==> config.mk <==
export PLATFORM = sky130hd
export DESIGN_NAME = port2_twowire_pin_select
export DESIGN_NICKNAME = d
export VERILOG_FILES = /design/src/port2_pkg.sv /design/src/port2_twowire_pin_select.sv
export VERILOG_INCLUDE_DIRS = /design/src /design/src/src
export SDC_FILE = /design/constraint.sdc
export NUM_CORES = 1
export LEC_CHECK = 0
export ABC_AREA = 1
export CORE_UTILIZATION = 40
export DETAILED_ROUTE_END_ITERATION = 7
export DONT_BUFFER_PORTS = 1
export GPL_TIMING_DRIVEN = 1
export PLACE_DENSITY = 0.59
export SKIP_CTS_REPAIR_TIMING = 1
export SLEW_MARGIN = 0
export SYNTH_ARGS = -nofsm -noshare
export SYNTH_HDL_FRONTEND = slang
export SYNTH_SLANG_ARGS = --single-unit
export TNS_END_PERCENT = 10
==> constraint.sdc <==
create_clock -name hclk -period 4.2 [get_ports hclk]
set_input_delay 0.63 -clock hclk [delete_from_list [all_inputs] [get_ports hclk]]
set_output_delay 0.63 -clock hclk [all_outputs]
set_load 0.02 [all_outputs]
==> src/port2_regs.svh <==
// Purpose: offsets, field positions, reset values and rate counts
// Assumes: byte address of a register is four times its index
// Notes: definitions only
`ifndef PORT2_REGS_SVH
`define PORT2_REGS_SVH

`define PORT_IDX_LEVELS 8'h02
`define PORT_IDX_DIR 8'hf6
`define PORT_IDX_CFG 8'h0d

`define PORT_DIR_RESET 8'hff
`define PORT_LATCH_RESET 8'h00
`define PORT_CFG_FIXED_ONE 8'h40

`define CFG_HALF_BIT 7
`define CFG_ONE_BIT 6
`define CFG_SEL1_BIT 5
`define CFG_SEL0_BIT 4
`define CFG_MBZ_BIT 3
`define CFG_EN_BIT 2

`define PAIR0_CLK_LINE 4
`define PAIR0_DAT_LINE 5
`define PAIR1_CLK_LINE 6
`define PAIR1_DAT_LINE 7

`define TW_XTAL_HZ 6000000
`define TW_RATE0_HZ 10000
`define TW_RATE1_HZ 50000
`define TW_RATE2_HZ 100000
`define TW_RATE3_HZ 330000
`define TW_DIV0 (`TW_XTAL_HZ / `TW_RATE0_HZ)
`define TW_DIV1 (`TW_XTAL_HZ / `TW_RATE1_HZ)
`define TW_DIV2 (`TW_XTAL_HZ / `TW_RATE2_HZ)
`define TW_DIV3 (`TW_XTAL_HZ / `TW_RATE3_HZ)

`endif

==> src/port2_pkg.sv <==
// Purpose: types used by the port-2 block and its assertions
// Assumes: constants live in port2_regs.svh
// Notes: the whole module state is one packed struct
`default_nettype none
package port2_pkg;

    typedef struct packed {
        logic half;
        logic sel1;
        logic sel0;
        logic mbz;
        logic en;
        logic [1:0] speed;
    } cfg_type;

    typedef struct packed {
        logic valid;
        logic write;
        logic [7:0] idx;
    } phase_type;

    typedef enum logic [1:0] {
        PAIR_NONE,
        PAIR_ZERO,
        PAIR_ONE
    } pair_type;

    typedef struct packed {
        logic [7:0] latch;
        logic [7:0] dir;
        cfg_type cfg;
        logic [7:0] sync1;
        logic [7:0] sync2;
        logic half_phase;
        logic [9:0] div_cnt;
        logic tick;
        phase_type ph;
        logic [31:0] rdata;
    } state_type;

endpackage
`default_nettype wire

==> src/port2_twowire_pin_select.sv <==
// Purpose: eight-line port with direction control and two-wire pin
//     routing, plus the two-wire clock, enable and bit-rate setup
// Assumes: AHB-Lite slave, single word transfers, no wait states
// Notes: the serial engine itself sits outside and drives lines low
//
// Contract
// - a direction bit of 0 makes its line an output, 1 an input.
// - the direction register is write-only and resets to all ones.
// - select bit 5 puts serial clock 1 on line 6 and data 1 on line 7.
// - select bit 4 puts serial clock 0 on line 4 and data 0 on line 5.
// - with both select bits set only the interface-0 choice is used.
// - lines handed to a serial interface become open-drain by themselves.
// - config bit 7 feeds the serial clock at full or at half rate.
// - config bit 2 disables or enables the two-wire interface.
// - speed bits 1:0 give 10, 50, 100 or 330 kHz for a 6 MHz source.
// - reading the data register gives the line levels, writing sets drive.
`include "port2_regs.svh"
`default_nettype none

module port2_twowire_pin_select (
    input wire logic hclk,
    input wire logic hresetn,
    input wire logic hsel,
    input wire logic [31:0] haddr,
    input wire logic [1:0] htrans,
    input wire logic hwrite,
    input wire logic [2:0] hsize,
    input wire logic [31:0] hwdata,
    input wire logic hready,
    output logic hreadyout,
    output logic hresp,
    output logic [31:0] hrdata,
    input wire logic [7:0] pin_in,
    output logic [7:0] pin_out,
    output logic [7:0] pin_oe,
    input wire logic twi_scl_drive_low,
    input wire logic twi_sda_drive_low,
    output logic twi_scl_level,
    output logic twi_sda_level,
    output logic twi_enable,
    output logic twi_src_clk_en,
    output logic twi_bit_tick
);

    port2_pkg::state_type st_q;
    port2_pkg::state_type st_d;
    port2_pkg::pair_type pair;
    logic addr_take;
    logic mapped;
    logic src_en;
    logic [9:0] div_load;
    logic [7:0] cfg_view;
    logic [7:0] rd_byte;
    logic scl_lo;
    logic sda_lo;

    // zero wait states: every transfer finishes in its first data cycle
    assign hreadyout = 1'b1;
    assign hresp = 1'b0;
    assign hrdata = st_q.rdata;

    assign addr_take = hsel && htrans[1] && hready;
    // decode only the low window so far addresses answer as unmapped
    assign mapped = (haddr[31:10] == 22'h000000);

    // pair 0 wins when both select bits are set
    always_comb begin
        if (st_q.cfg.sel0) begin
            pair = port2_pkg::PAIR_ZERO;
        end else if (st_q.cfg.sel1) begin
            pair = port2_pkg::PAIR_ONE;
        end else begin
            pair = port2_pkg::PAIR_NONE;
        end
    end

    // bit-rate reload value per speed code
    always_comb begin
        unique case (st_q.cfg.speed)
            2'b00: div_load = 10'(`TW_DIV0 - 1);
            2'b01: div_load = 10'(`TW_DIV1 - 1);
            2'b10: div_load = 10'(`TW_DIV2 - 1);
            2'b11: div_load = 10'(`TW_DIV3 - 1);
        endcase
    end

    // half rate lets every other system edge through
    assign src_en = st_q.cfg.half ? st_q.half_phase : 1'b1;

    // a read right after a config write sees the new value
    always_comb begin
        if (st_q.ph.valid && st_q.ph.write &&
            st_q.ph.idx == `PORT_IDX_CFG) begin
            cfg_view = hwdata[7:0];
        end else begin
            cfg_view = {st_q.cfg.half, 1'b0, st_q.cfg.sel1,
                st_q.cfg.sel0, st_q.cfg.mbz, st_q.cfg.en,
                st_q.cfg.speed};
        end
        cfg_view[`CFG_ONE_BIT] = 1'b1;
    end

    always_comb begin
        rd_byte = 8'h00;
        if (mapped && haddr[9:2] == `PORT_IDX_LEVELS) begin
            rd_byte = st_q.sync2;
        end else if (mapped && haddr[9:2] == `PORT_IDX_CFG) begin
            rd_byte = cfg_view;
        end
        // the direction register is write-only and reads as zero
    end

    always_comb begin
        st_d = st_q;
        st_d.sync1 = pin_in;
        st_d.sync2 = st_q.sync1;
        st_d.tick = 1'b0;
        st_d.half_phase = ~st_q.half_phase;

        if (st_q.ph.valid && st_q.ph.write) begin
            if (st_q.ph.idx == `PORT_IDX_LEVELS) begin
                st_d.latch = hwdata[7:0];
            end else if (st_q.ph.idx == `PORT_IDX_DIR) begin
                st_d.dir = hwdata[7:0];
            end else if (st_q.ph.idx == `PORT_IDX_CFG) begin
                st_d.cfg.half = hwdata[`CFG_HALF_BIT];
                st_d.cfg.sel1 = hwdata[`CFG_SEL1_BIT];
                st_d.cfg.sel0 = hwdata[`CFG_SEL0_BIT];
                st_d.cfg.mbz = hwdata[`CFG_MBZ_BIT];
                st_d.cfg.en = hwdata[`CFG_EN_BIT];
                st_d.cfg.speed = hwdata[1:0];
            end
        end

        st_d.ph.valid = addr_take && mapped;
        st_d.ph.write = hwrite;
        st_d.ph.idx = haddr[9:2];
        if (addr_take && !hwrite) begin
            st_d.rdata = {24'h000000, rd_byte};
        end

        // a new speed code is taken at the next reload
        if (!st_q.cfg.en) begin
            st_d.div_cnt = div_load;
        end else if (src_en) begin
            if (st_q.div_cnt == 10'h000) begin
                st_d.div_cnt = div_load;
                st_d.tick = 1'b1;
            end else begin
                st_d.div_cnt = st_q.div_cnt - 10'h001;
            end
        end
    end

    always_ff @(posedge hclk or negedge hresetn) begin
        if (!hresetn) begin
            st_q <= '0;
            st_q.dir <= `PORT_DIR_RESET;
            st_q.latch <= `PORT_LATCH_RESET;
        end else begin
            st_q <= st_d;
        end
    end

    assign twi_enable = st_q.cfg.en;
    assign twi_src_clk_en = src_en;
    assign twi_bit_tick = st_q.tick;
    assign scl_lo = twi_scl_drive_low && st_q.cfg.en;
    assign sda_lo = twi_sda_drive_low && st_q.cfg.en;

    // ordinary lines follow the direction and latch registers; a
    // handed-over pair only ever pulls low, so a stuck-high peer is safe
    always_comb begin
        for (int i = 0; i < 8; i++) begin
            pin_oe[i] = ~st_q.dir[i];
            pin_out[i] = st_q.latch[i];
        end
        twi_scl_level = 1'b1;
        twi_sda_level = 1'b1;
        unique case (pair)
            port2_pkg::PAIR_ZERO: begin
                pin_out[`PAIR0_CLK_LINE] = 1'b0;
                pin_out[`PAIR0_DAT_LINE] = 1'b0;
                pin_oe[`PAIR0_CLK_LINE] = scl_lo;
                pin_oe[`PAIR0_DAT_LINE] = sda_lo;
                twi_scl_level = st_q.sync2[`PAIR0_CLK_LINE];
                twi_sda_level = st_q.sync2[`PAIR0_DAT_LINE];
            end
            port2_pkg::PAIR_ONE: begin
                pin_out[`PAIR1_CLK_LINE] = 1'b0;
                pin_out[`PAIR1_DAT_LINE] = 1'b0;
                pin_oe[`PAIR1_CLK_LINE] = scl_lo;
                pin_oe[`PAIR1_DAT_LINE] = sda_lo;
                twi_scl_level = st_q.sync2[`PAIR1_CLK_LINE];
                twi_sda_level = st_q.sync2[`PAIR1_DAT_LINE];
            end
            port2_pkg::PAIR_NONE: begin
                twi_scl_level = 1'b1;
            end
            default: begin
                twi_sda_level = 1'b1;
            end
        endcase
    end

    logic rd_dir;
    logic rd_lvl;
    logic rd_cfg;
    assign rd_dir = addr_take && mapped && !hwrite &&
        haddr[9:2] == `PORT_IDX_DIR;
    assign rd_lvl = addr_take && mapped && !hwrite &&
        haddr[9:2] == `PORT_IDX_LEVELS;
    assign rd_cfg = addr_take && mapped && !hwrite &&
        haddr[9:2] == `PORT_IDX_CFG;

    // data-phase strobes, one per register, for the write checks
    logic wr_dir;
    logic wr_lvl;
    logic wr_cfg;
    assign wr_dir = st_q.ph.valid && st_q.ph.write &&
        st_q.ph.idx == `PORT_IDX_DIR;
    assign wr_lvl = st_q.ph.valid && st_q.ph.write &&
        st_q.ph.idx == `PORT_IDX_LEVELS;
    assign wr_cfg = st_q.ph.valid && st_q.ph.write &&
        st_q.ph.idx == `PORT_IDX_CFG;
endmodule
`default_nettype wire

Yosys cells after proc, flatten, opt, wreduce, memory -nomap -nowiden
Index checks and enable logic that the tools add are counted.
{ "totals": {"ff_bits": 69, "input_bits": 84, "word_cells": 75} }
{ "op_classes": {"add_sub_neg": 1, "n_eq_ne": 11, "muxes": 18, "bitwise_logic": 11, "reduce_logical": 17} }
{ "op_table": {"columns": ["op", "count"], "rows": [
  ["$pmux 10 s4", 1],
  ["$mux 8", 3],
  ["$logic_not 22->1", 1],
  ["$mux 10", 2],
  ["$eq 8x2->1 const B", 2],
  ["$eq 8x4->1 const B", 2],
  ["$mux 2", 6],
  ["$mux 11", 1],
  ["$not 1->1", 11],
  ["$logic_and 1x1->1", 10],
  ["$logic_not 10->1", 1],
  ["$sub 10x1->10 const B", 1],
  ["$eq 8x8->1 const B", 1],
  ["$eq 2x2->1 const B", 3],
  ["$eq 2x1->1 const B", 2],
  ["$pmux 1 s2", 2],
  ["$reduce_and 4->1", 1],
  ["$mux 1", 3],
  ["$reduce_and 3->1", 1],
  ["$logic_not 2->1", 1],
  ["$ne 2x2->1 const B", 1],
  ["$reduce_and 2->1", 1],
  ["$logic_not 1->1", 1]
]} }

Depth between registers and ports, before layout
Gate-level depths: netlist (run 1).
{ "depth": {"depth_word": 5, "ltp_mapped": 10} }

Least setup slack after synthesis (run 1)
OpenSTA, ideal clock, no wires.
{ "synth_timing": {"path_type": "input to output", "startpoint": "input port twi_scl_drive_low", "endpoint": "output port pin_oe[4]", "t_arrival_ns": 1.176, "required_time_ns": 3.570, "setup_slack_ns": 2.394, "stages": 2, "n_path_buf": 0, "cell_sequence": "nand2_1 > o21ai_0"} }
{ "synth_via": {"elab_chain_cells": 2} }
{ "synth_lines": {"columns": ["item", "line_no", "rtl"], "rows": [
  ["start, declared", "port2_twowire_pin_select.sv:36", "input wire logic twi_scl_drive_low,"],
  ["$logic_and 1x1->1", "port2_twowire_pin_select.sv:168", "assign scl_lo = twi_scl_drive_low && st_q.cfg.en;"],
  ["$mux 2", "port2_twowire_pin_select.sv:180", "unique case (pair)"],
  ["end, declared", "port2_twowire_pin_select.sv:35", "output logic [7:0] pin_oe,"]
]} }
No other way between the ends.

Final worst setup path (run 1)
{ "layout_timing": {"startpoint": "register st_q[74] (netlist bit)", "endpoint": "output port pin_oe[6]"} }
{ "layout_via": {"elab_chain_cells": 3} }
{ "layout_lines": {"columns": ["item", "line_no", "rtl"], "rows": [
  ["start, declared", "port2_twowire_pin_select.sv:45", "port2_pkg::state_type st_q;"],
  ["start signal, assigned", "port2_twowire_pin_select.sv:161", "st_q <= st_d;"],
  ["$mux 2", "port2_twowire_pin_select.sv:68", "if (st_q.cfg.sel0) begin"],
  ["$eq 2x2->1", "port2_twowire_pin_select.sv:180", null],
  ["$mux 2", "port2_twowire_pin_select.sv:180", null]
]} }
No other way between the ends.

==> summary.txt, run 1 <==
Status
  – Outcome: finished clean

Global routing
  – Gr usage total: 16.0%
  – First-pass GRT wire length: 10.6 mm
  – Largest net degree at the start of global routing: 70
  – GRT overflow: 0
  – Initial antenna violation count: 0
  – Vias in the first global route: 2258

Worst setup path
  – Worst path bufs/invs: 0
  – CP delay by family, top: simple AND/OR/NAND/NOR gates
  – CP endpoint kind: primary output
  – Critical path fanouts, max: 8
  – Arr. time, crit path: 1770 ps
  – Required time of the critical path: 3570 ps
  – Most used cell, CP: nor2_1
  – Slowest stage cell on the critical path: nor2_1
  – CP Cell Sequence: nor2_1 > nor2_1 > a21oi_1
  – CP Launch Type: flip-flop
  – CP Class: reg -> out
  – Critical Path Max Stage Delay: 510 ps

Routing
  – ANT nets after route: 0
  – Vias per inst: 4.64
  – TritonRoute pass-1 iters: 4
  – Wirelength per Cell: 12.6 um
  – Post-route DRC: 0
  – Routed WL: 6.45 mm
  – DRT iter0 DRCs: 117
  – Via count: 2382

Synth
  – Yosys Warn Count: 0
  – Syn avg cell area: 8.32 um2
  – Seq/Total Area, Yosys: 51.4%
  – Post-Synthesis Cell Area: 0.00338 mm2
  – Netlist cell types: 29
  – Mapped Cells: 406
  – Synth Register Bits: 69

STA
  – Pin slew with the least headroom to its limit: 641 ps
  – Setup TNS: 0 ps
  – Setup violations, final: 0
  – Fmax: 417 MHz
  – Final slew viol count: 0
  – Worst hold slack: 113 ps
  – Post-layout minimum cycle time: 2400 ps
  – Period utilization: 57.1%
  – RSZ-0062 raised after global routing: false
  – Max-slew headroom: 56.8%
  – Final Hold Viols: 0
  – Clock Skews: 7.13 ps

Floorplan
  – IO Count: 139
  – Core Box Area: 0.00818 mm2
  – Std-Cell Rows: 33
  – Die width: 93.9 um
  – Starting density of the core: 41.3%
  – Die footprint: 0.00882 mm2
  – Die H: 93.9 um

Finish
  – Commonest cells after routing, fill and taps aside: nand2_1, dfrtp_1, inv_1
  – Layout Nets: 492
  – Layout cells sized above 1: 9.07%
  – Antenna Diode Count: 0
  – Area growth syn-to-layout: 4.74%
  – Final Cell Area: 0.00354 mm2
  – Commonest non-fill, non-tap cell in the layout: nand2_1
  – Fill cell count: 847

Power
  – PwrDens: 367 mW/mm2
  – Leak: 0.00190 uW
  – VDD IR max: 0.219 mV

Clock network
  – CTS sink cnt: 69
  – Skew-Pair Late Insertion Delay: 350 ps
  – TritonCTS buffer count: 9
  – CTS H-tree lvls: 3
  – Clock transition at the registers of the reported paths: 80 ps
  – CTS tree: done
  – Max Buffers Root-to-Sink: 2
  – Clock tree root driver cell: clkbuf_8

Place
  – Port Buf Inserts: 0
  – Routability cong.: 0.787
  – Final HPWL DP: 4.72 mm
  – DP Area: 0.00331 mm2

Job
  – Max Cap Viol: 0

Worst hold path
  – Hold WC Path Type: in -> async
cell families after synthesis:
family | after synthesis | synth area share (%)
xor gates and xnor gates | 4 | 1.04
other | 2 | 0.222
and+or+nand+nor | 202 | 25.8
DFF | 69 | 51.4
adders and majority gates | 5 | 1.85
buffers and inverters | 95 | 14.9
AOI/OAI and AO/OA | 29 | 4.85
final cells by class:
cell class / instances / area, um2 / share of cell area [%]
clock buffer: 9 / 124 / 3.50
clock inverter: 7 / 80.1 / 2.26
inverter: 56 / 210 / 5.94
multi-input combinational: 266 / 1230 / 34.7
sequential: 69 / 1740 / 49.1
tap: 105 / 131 / 3.71
timing repair buffer: 1 / 27.5 / 0.778
where the power goes:
group	switching [uW]	internal, uW	leakage [uW]	total [uW]
Sequential	7.93	678	0.000783	686
Combinational	46.2	9.76	0.00101	56.0
Clock	275	282	0.0000973	557
Total	329	970	0.00190	1300
state kept, by name (all words and copies together) (netlist names):
signal,count
hrdata,8
pin_out,4
st_d,8
st_q,47
twi_bit_tick,1
twi_enable,1
synthesized netlist by cell type:
cell / count / area share, %
nand2_1: 112 / 12
dfrtp_1: 61 / 45
inv_1: 54 / 6.0
nor2_1: 41 / 4.6
buf_4: 39 / 8.7
nand3_1: 24 / 3.6
o21ai_0: 15 / 2.2
nand4_1: 9 / 1.7
dfstp_2: 8 / 6.2
nor2_2: 6 / 1.1
a21oi_1: 5 / 0.74
ha_1: 5 / 1.9
o211ai_1: 5 / 1.1
xor2_1: 4 / 1.0
nor3_1: 3 / 0.44
conb_1: 2 / 0.22
a21boi_0: 1 / 0.22
a22oi_1: 1 / 0.22
clkinv_1: 1 / 0.11
inv_2: 1 / 0.11
nand2_2: 1 / 0.19
nand2_4: 1 / 0.33
nand3_2: 1 / 0.30
nor4_1: 1 / 0.19
nor4_4: 1 / 0.63
o21ai_1: 1 / 0.15
o22ai_1: 1 / 0.19
or2_0: 1 / 0.19
or2_2: 1 / 0.19
path summary, 6_finish.rpt:
check	slack (ps)	cells after the start	to	startpoint
min	110	0	st_q[79]	hresetn
min reg2reg	350	0	st_q[58]	st_d[58]
max reg2reg	2470	9	st_q[52]	st_q[43]
min in group hclk	300	0	st_d[61]	pin_in[7]
max in group asynchronous	3800	1	st_q[51]	hresetn
max	1800	3	pin_oe[6]	st_q[74]
routing by layer:
metal | track usage, % | part of all wire [%] | vias up
li1 | - | - | 1188
met2 | 27.0 | 47 | 88
met4 | 5.38 | 1.6 | 0
met1 | 18.1 | 43 | 1098
met5 | 0 | 0 | -
met3 | 6.63 | 8.6 | 8
stage by stage:
| step | utilization [%] | power, uW | std cells | setup WS (ps) |
|---|---|---|---|---|
| 3_5_place_dp | 40.5 | 742 | 496 | 2170 |
| 3_3_place_gp | 40.5 | 741 | 496 | 2180 |
| 5_1_grt | 43.3 | 1350 | 513 | 1680 |
| 2_1_floorplan | - | 759 | 430 | 2390 |
| 6_report | 43.3 | 1300 | 513 | 1800 |
| 4_1_cts | 43.0 | 1310 | 512 | 1780 |
No activity file was read; power rests on OpenSTA's default activity.
==> run 2: changes to the inputs <==
--- a/config.mk
+++ b/config.mk
@@ -11,7 +11,7 @@
 export DETAILED_ROUTE_END_ITERATION = 7
 export DONT_BUFFER_PORTS = 1
 export GPL_TIMING_DRIVEN = 1
-export PLACE_DENSITY = 0.59
+export PLACE_DENSITY = 0.61
 export SKIP_CTS_REPAIR_TIMING = 1
 export SLEW_MARGIN = 0
 export SYNTH_ARGS = -nofsm -noshare
==> constraint.sdc (replaced) <==
create_clock -name hclk -period 2 [get_ports hclk]
set_input_delay 0.3 -clock hclk [delete_from_list [all_inputs] [get_ports hclk]]
set_output_delay 0.3 -clock hclk [all_outputs]
set_load 0.02 [all_outputs]
==> run 2 against run 1 <==
  * Flip-flop and latch count unchanged
  * Critical path depth is the same
  * Non-clock buffer count is 25 higher
  * Clock power up 130%
  * Clock skew increased by 1.7 ps
  * Total power increased by 120%
  * Cell count grew 4.9%
  * Hold slack got worse by 17 ps
  * Register-to-register slack got worse by 2200 ps
  * Utilization grew 3.2 points
  * Global-route usage rose by 0.16 points
  * Via count increased by 3.9%
  * Critical endpoint is now twi_sda_level
==> summary.txt, run 2 (synthesized netlist as in run 1, its figures left out) <==
Finish
  – Layout cells sized above 1: 10.4%
  – Final Core Density: 46.5%
  – Antenna Diode Count: 0
  – Commonest cells after routing, fill and taps aside: nand2_1, dfrtp_1, inv_1
  – Largest register by flop count: st_q
  – Largest register FFs: 47
  – Layout Nets: 517
  – Commonest non-fill, non-tap cell in the layout: nand2_1
  – Area growth syn-to-layout: 12.4%

Place
  – Pre-CTS setup slack: 287 ps
  – Port Buf Inserts: 0
  – Routability cong.: 0.811
  – Final HPWL DP: 4.71 mm

Worst setup path
  – CP endpoint kind: primary output
  – R2R Setup Slk: 310 ps
  – CP Class: reg -> out
  – R2R cell count: 9
  – CP Cell Sequence: inv_1 > nor2_1 > a21oi_1
  – FF-to-FF Start: st_q[43]
  – CP Launch Type: flip-flop
  – Critical Path Max Stage Delay: 440 ps
  – Arr. time, crit path: 1470 ps
  – Slowest stage cell on the critical path: dfrtp_1
  – Critical path fanouts, max: 6
  – Required time of the critical path: 1700 ps
  – Reg2reg end: st_q[52]

STA
  – Clock Skews: 8.82 ps
  – Setup TNS: 0 ps
  – Final slew viol count: 0
  – Setup violations, final: 0
  – Pin slew with the least headroom to its limit: 561 ps
  – Max-slew headroom: 62.3%
  – Final setup margin: 231 ps
  – Post-layout minimum cycle time: 1770 ps
  – Fmax: 565 MHz
  – RSZ-0062 raised after global routing: false
  – Final Hold Viols: 0
  – Period utilization: 88.5%

Global routing
  – Met1 usage: 18.8%
  – Largest net degree at the start of global routing: 70
  – Initial antenna violation count: 0
  – GRT overflow: 0
  – Vias in the first global route: 2318
  – Met3 GRT Util: 6.96%
  – GR Util met2: 26.2%
  – First-pass GRT wire length: 10.6 mm
  – Gr busiest metal: met2
  – Gr usage total: 16.1%

Clock network
  – TritonCTS buffer count: 9
  – Clock tree root driver cell: clkbuf_8
  – Clock transition at the registers of the reported paths: 80 ps
  – CTS tree: done
  – Max Buffers Root-to-Sink: 2
  – CTS H-tree lvls: 3
  – CTS sink cnt: 69
  – Skew-Pair Late Insertion Delay: 340 ps

Routing
  – ANT nets after route: 0
  – TritonRoute pass-1 iters: 4
  – Via count: 2476
  – Vias per inst: 4.60
  – DRT iter0 DRCs: 74
  – Post-route DRC: 0
  – Wirelength per Cell: 12.2 um
  – Routed WL: 6.59 mm

Power
  – Leak: 0.00202 uW
  – VDD IR max: 0.672 mV
  – PwrDens: 757 mW/mm2

Worst hold path
  – Hold wc startpoint: hwdata[6]
  – Min-Delay Path Depth: 2
  – Hold EP: st_q[91]
  – Hold WC Path Type: in -> reg

Floorplan
  – Starting density of the core: 41.3%
  – Die H: 93.9 um
  – IO Count: 139
  – Die width: 93.9 um
  – Core Box Area: 0.00818 mm2
  – Die footprint: 0.00882 mm2
  – Std-Cell Rows: 33

Job
  – Max Cap Viol: 0

Status
  – Outcome: finished clean
## run 2: changes by cell type in the layout (fill, tap and decap cells not counted), moves of 2 or more
cell and change:
clkinvlp_4 -2, dlygate4sd3_1 +18, buf_4 +7, clkinv_4 +2
## run 2: metal layers
metal  vias up  wire (um)
met1      1156       2890
met2        73       3210
li1       1242          -
met4         0         62
met3         5        422
met5         -          0
## run 2: area by class of cell
cell class	instances	area [um2]
fillers	806	4380
repair buffers	26	260
flip-flops and latches	69	1740
clock inverters	7	104
well taps	105	131
multi-input cells	266	1230
clock buffers	9	124
inverters	56	210
## run 2: worst max-delay path by stage
stage	cells after the start	startpoint	slack, ps	end
after floorplan	9	st_q[43]	540	st_q[52]
after global placement	9	st_q[43]	320	st_q[52]
after detailed placement	9	st_q[43]	290	st_q[52]
after CTS	3	st_q[74]	190	twi_sda_level
after global routing	9	st_q[43]	50	st_q[52]
final	3	st_q[74]	230	twi_sda_level
## run 2: power by group
part / leakage (uW) / internal, uW / total, uW / switching, uW
Sequential: 0.000783 / 1420 / 1440 / 17.2
Combinational: 0.00112 / 46.1 / 153 / 107
Clock: 0.000115 / 719 / 1280 / 564
## run 2: worst max-delay path, delay by kind of cell, from the launching register on
kind	cells	cell delay, ps
compound gates	1	410
buf+inv	1	210
flops	1	440
simple gates	1	60
## run 2: metrics by stage
stage          hold WS (ps)  total power (uW)  cell area [um2]  cells
5_1_grt                74.5              3000             3800    538
2_1_floorplan          4.41              1590             3470    430
4_1_cts                -381              2850             3590    519
6_report               95.7              2880             3800    538
3_3_place_gp           7.49              1560             3360    503
3_5_place_dp           7.29              1560             3360    503
==> run 3: changes to the inputs <==
==> constraint.sdc (replaced) <==
create_clock -name hclk -period 2 [get_ports hclk]
set_input_delay 0.6 -clock hclk [delete_from_list [all_inputs] [get_ports hclk]]
set_output_delay 0.6 -clock hclk [all_outputs]
set_load 0.02 [all_outputs]
==> run 3 against run 2 <==
  * The run now ends with negative hold slack left
  * Non-clock buffer count is 15 lower
  * First-iteration DRC count is 4.1% higher
  * Design area down 5.0%
  * Setup slack worse by 200 ps
  * Die area stayed put
  * Global-route usage decreased by 0.70 points
  * Register-to-register slack got worse by 30 ps
  * Hold slack worse by 140 ps
  * Critical path type unchanged
==> summary.txt, run 3 (synthesized netlist as in run 1, its figures left out) <==
Finish
  – Final Cell Area: 0.00361 mm2
  – Area of the multi-input gates: 0.00124 mm2
  – Largest register FFs: 47
  – Largest register by flop count: st_q
  – Layout cells sized above 1: 12.4%
  – Reg area: 0.00174 mm2
  – Commonest cells after routing, fill and taps aside: nand2_1, dfrtp_1, inv_1
  – Commonest non-fill, non-tap cell in the layout: nand2_1
  – Fill cell count: 811
  – Antenna Diode Count: 0
  – Final Core Density: 44.1%
  – Layout Nets: 502
  – Area growth syn-to-layout: 6.78%

Power
  – Logic pwr share: 3.6%
  – Leak: 0.00193 uW
  – Clock share of power: 42.6%
  – Psw: 646 uW
  – Power, Total: 2680 uW
  – PwrDens: 743 mW/mm2
  – P_int: 2030 uW
  – VDD IR max: 0.614 mV
  – Switch share: 24.1%
  – Register share of total power: 53.8%

Worst setup path
  – CP Cell Sequence: nor2_1 > buf_4 > nor2_2 > a21oi_1 > buf_4
  – CP endpoint kind: primary output
  – Crit path capture: pin_oe[7]
  – Required time of the critical path: 1400 ps
  – R2R Setup Slk: 280 ps
  – Worst setup startpoint: st_q[74]
  – FF-to-FF Start: st_q[43]
  – Arr. time, crit path: 1370 ps
  – Reg2reg end: st_q[52]
  – Critical Path Max Stage Delay: 450 ps
  – Slowest stage cell on the critical path: dfrtp_2
  – CP Class: reg -> out
  – Most used cell, CP: buf_4
  – CP Launch Type: flip-flop
  – R2R cell count: 9
  – Critical path fanouts, max: 8

Floorplan
  – Starting density of the core: 41.3%
  – IO Count: 139
  – Std-Cell Rows: 33
  – Core Box Area: 0.00818 mm2
  – Die width: 93.9 um
  – Die H: 93.9 um
  – Die footprint: 0.00882 mm2

STA
  – Pin slew with the least headroom to its limit: 565 ps
  – Max-slew headroom: 62.1%
  – Post-layout minimum cycle time: 1970 ps
  – Period utilization: 98.4%
  – RSZ-0062 raised after global routing: true
  – Final Hold Viols: 61
  – Final setup margin: 32.5 ps
  – Clock Skews: 6.80 ps
  – Final slew viol count: 0
  – Setup violations, final: 0
  – Worst hold slack: -47.6 ps
  – Fmax: 508 MHz
  – Setup TNS: 0 ps

Routing
  – DRT iter0 DRCs: 77
  – Via count: 2360
  – TritonRoute pass-1 iters: 4
  – Wirelength per Cell: 11.8 um
  – Post-route DRC: 0
  – ANT nets after route: 0
  – Vias per inst: 4.51
  – Routed WL: 6.16 mm

Clock network
  – TritonCTS buffer count: 9
  – Clock transition at the registers of the reported paths: 80 ps
  – Max Buffers Root-to-Sink: 2
  – CTS tree: done
  – Skew-Pair Late Insertion Delay: 340 ps
  – Clock tree root driver cell: clkbuf_8
  – CTS sink cnt: 69
  – CTS H-tree lvls: 3

Place
  – Final HPWL DP: 4.67 mm
  – Port Buf Inserts: 0
  – Routability cong.: 0.820
  – DP Area: 0.00338 mm2
  – Pre-CTS setup slack: 298 ps

Job
  – Max Cap Viol: 0

Global routing
  – Vias in the first global route: 2312
  – Gr usage total: 15.4%
  – First-pass GRT wire length: 10.3 mm
  – Initial antenna violation count: 0
  – GRT overflow: 0
  – Largest net degree at the start of global routing: 70

Status
  – Failing checks: negative hold slack
  – Outcome: finished with violations

Worst hold path
  – Hold WC Path Type: in -> async
## run 3: how the worst min path moves through the flow
| stage | from | end | slack [ps] |
|---|---|---|---|
| 5_1_grt | hresetn | st_q[61] | -80 |
| 3_5_place_dp | hresetn | st_q[41] | 310 |
| 6_report | hresetn | hrdata[7] | -50 |
| 3_3_place_gp | hresetn | st_q[38] | 310 |
| 4_1_cts | hresetn | st_d[61] | -70 |
| 2_1_floorplan | hresetn | hrdata[0] | 300 |
## run 3: power groups by stage
| stage | sequential, uW | clock, uW | combinational (uW) |
|---|---|---|---|
| 5_1_grt | 1450 | 1250 | 107 |
| 2_1_floorplan | 1460 | 0 | 133 |
| 3_3_place_gp | 1470 | 0 | 94.0 |
| 3_5_place_dp | 1470 | 0 | 96.0 |
| 6_report | 1440 | 1140 | 95.7 |
| 4_1_cts | 1440 | 1180 | 95.8 |
## run 3: stage by stage
| step | instances | hold slack (ps) |
|---|---|---|
| 2_1_floorplan | 430 | 304 |
| 3_3_place_gp | 506 | 308 |
| 3_5_place_dp | 506 | 308 |
| 4_1_cts | 522 | -72.9 |
| 5_1_grt | 523 | -84.7 |
| 6_report | 523 | -47.6 |
## run 3: worst max-delay path: cells and delay by family (launching register included)
family / cells / cell delay [ps]
compound gates: 1 / 110
buf+inv: 2 / 330
flops: 1 / 450
simple gates: 2 / 140
## run 3: final cells by class
type / instances / share of cell area (%)
multi-input cells: 266 / 34.3
repair buffers: 11 / 2.29
clock inverters: 7 / 2.22
clock buffers: 9 / 3.43
flip-flops and latches: 69 / 48.2
inverters: 56 / 5.93
well taps: 105 / 3.64
## run 3: routing by layer
metal / GRT usage, % / vias to the layer above / wire (um)
li1: - / 1209 / -
met1: 17.7 / 1059 / 2610
met2: 26.0 / 88 / 2940
met3: 6.47 / 4 / 543
met4: 4.87 / 0 / 59
met5: 0 / - / 0
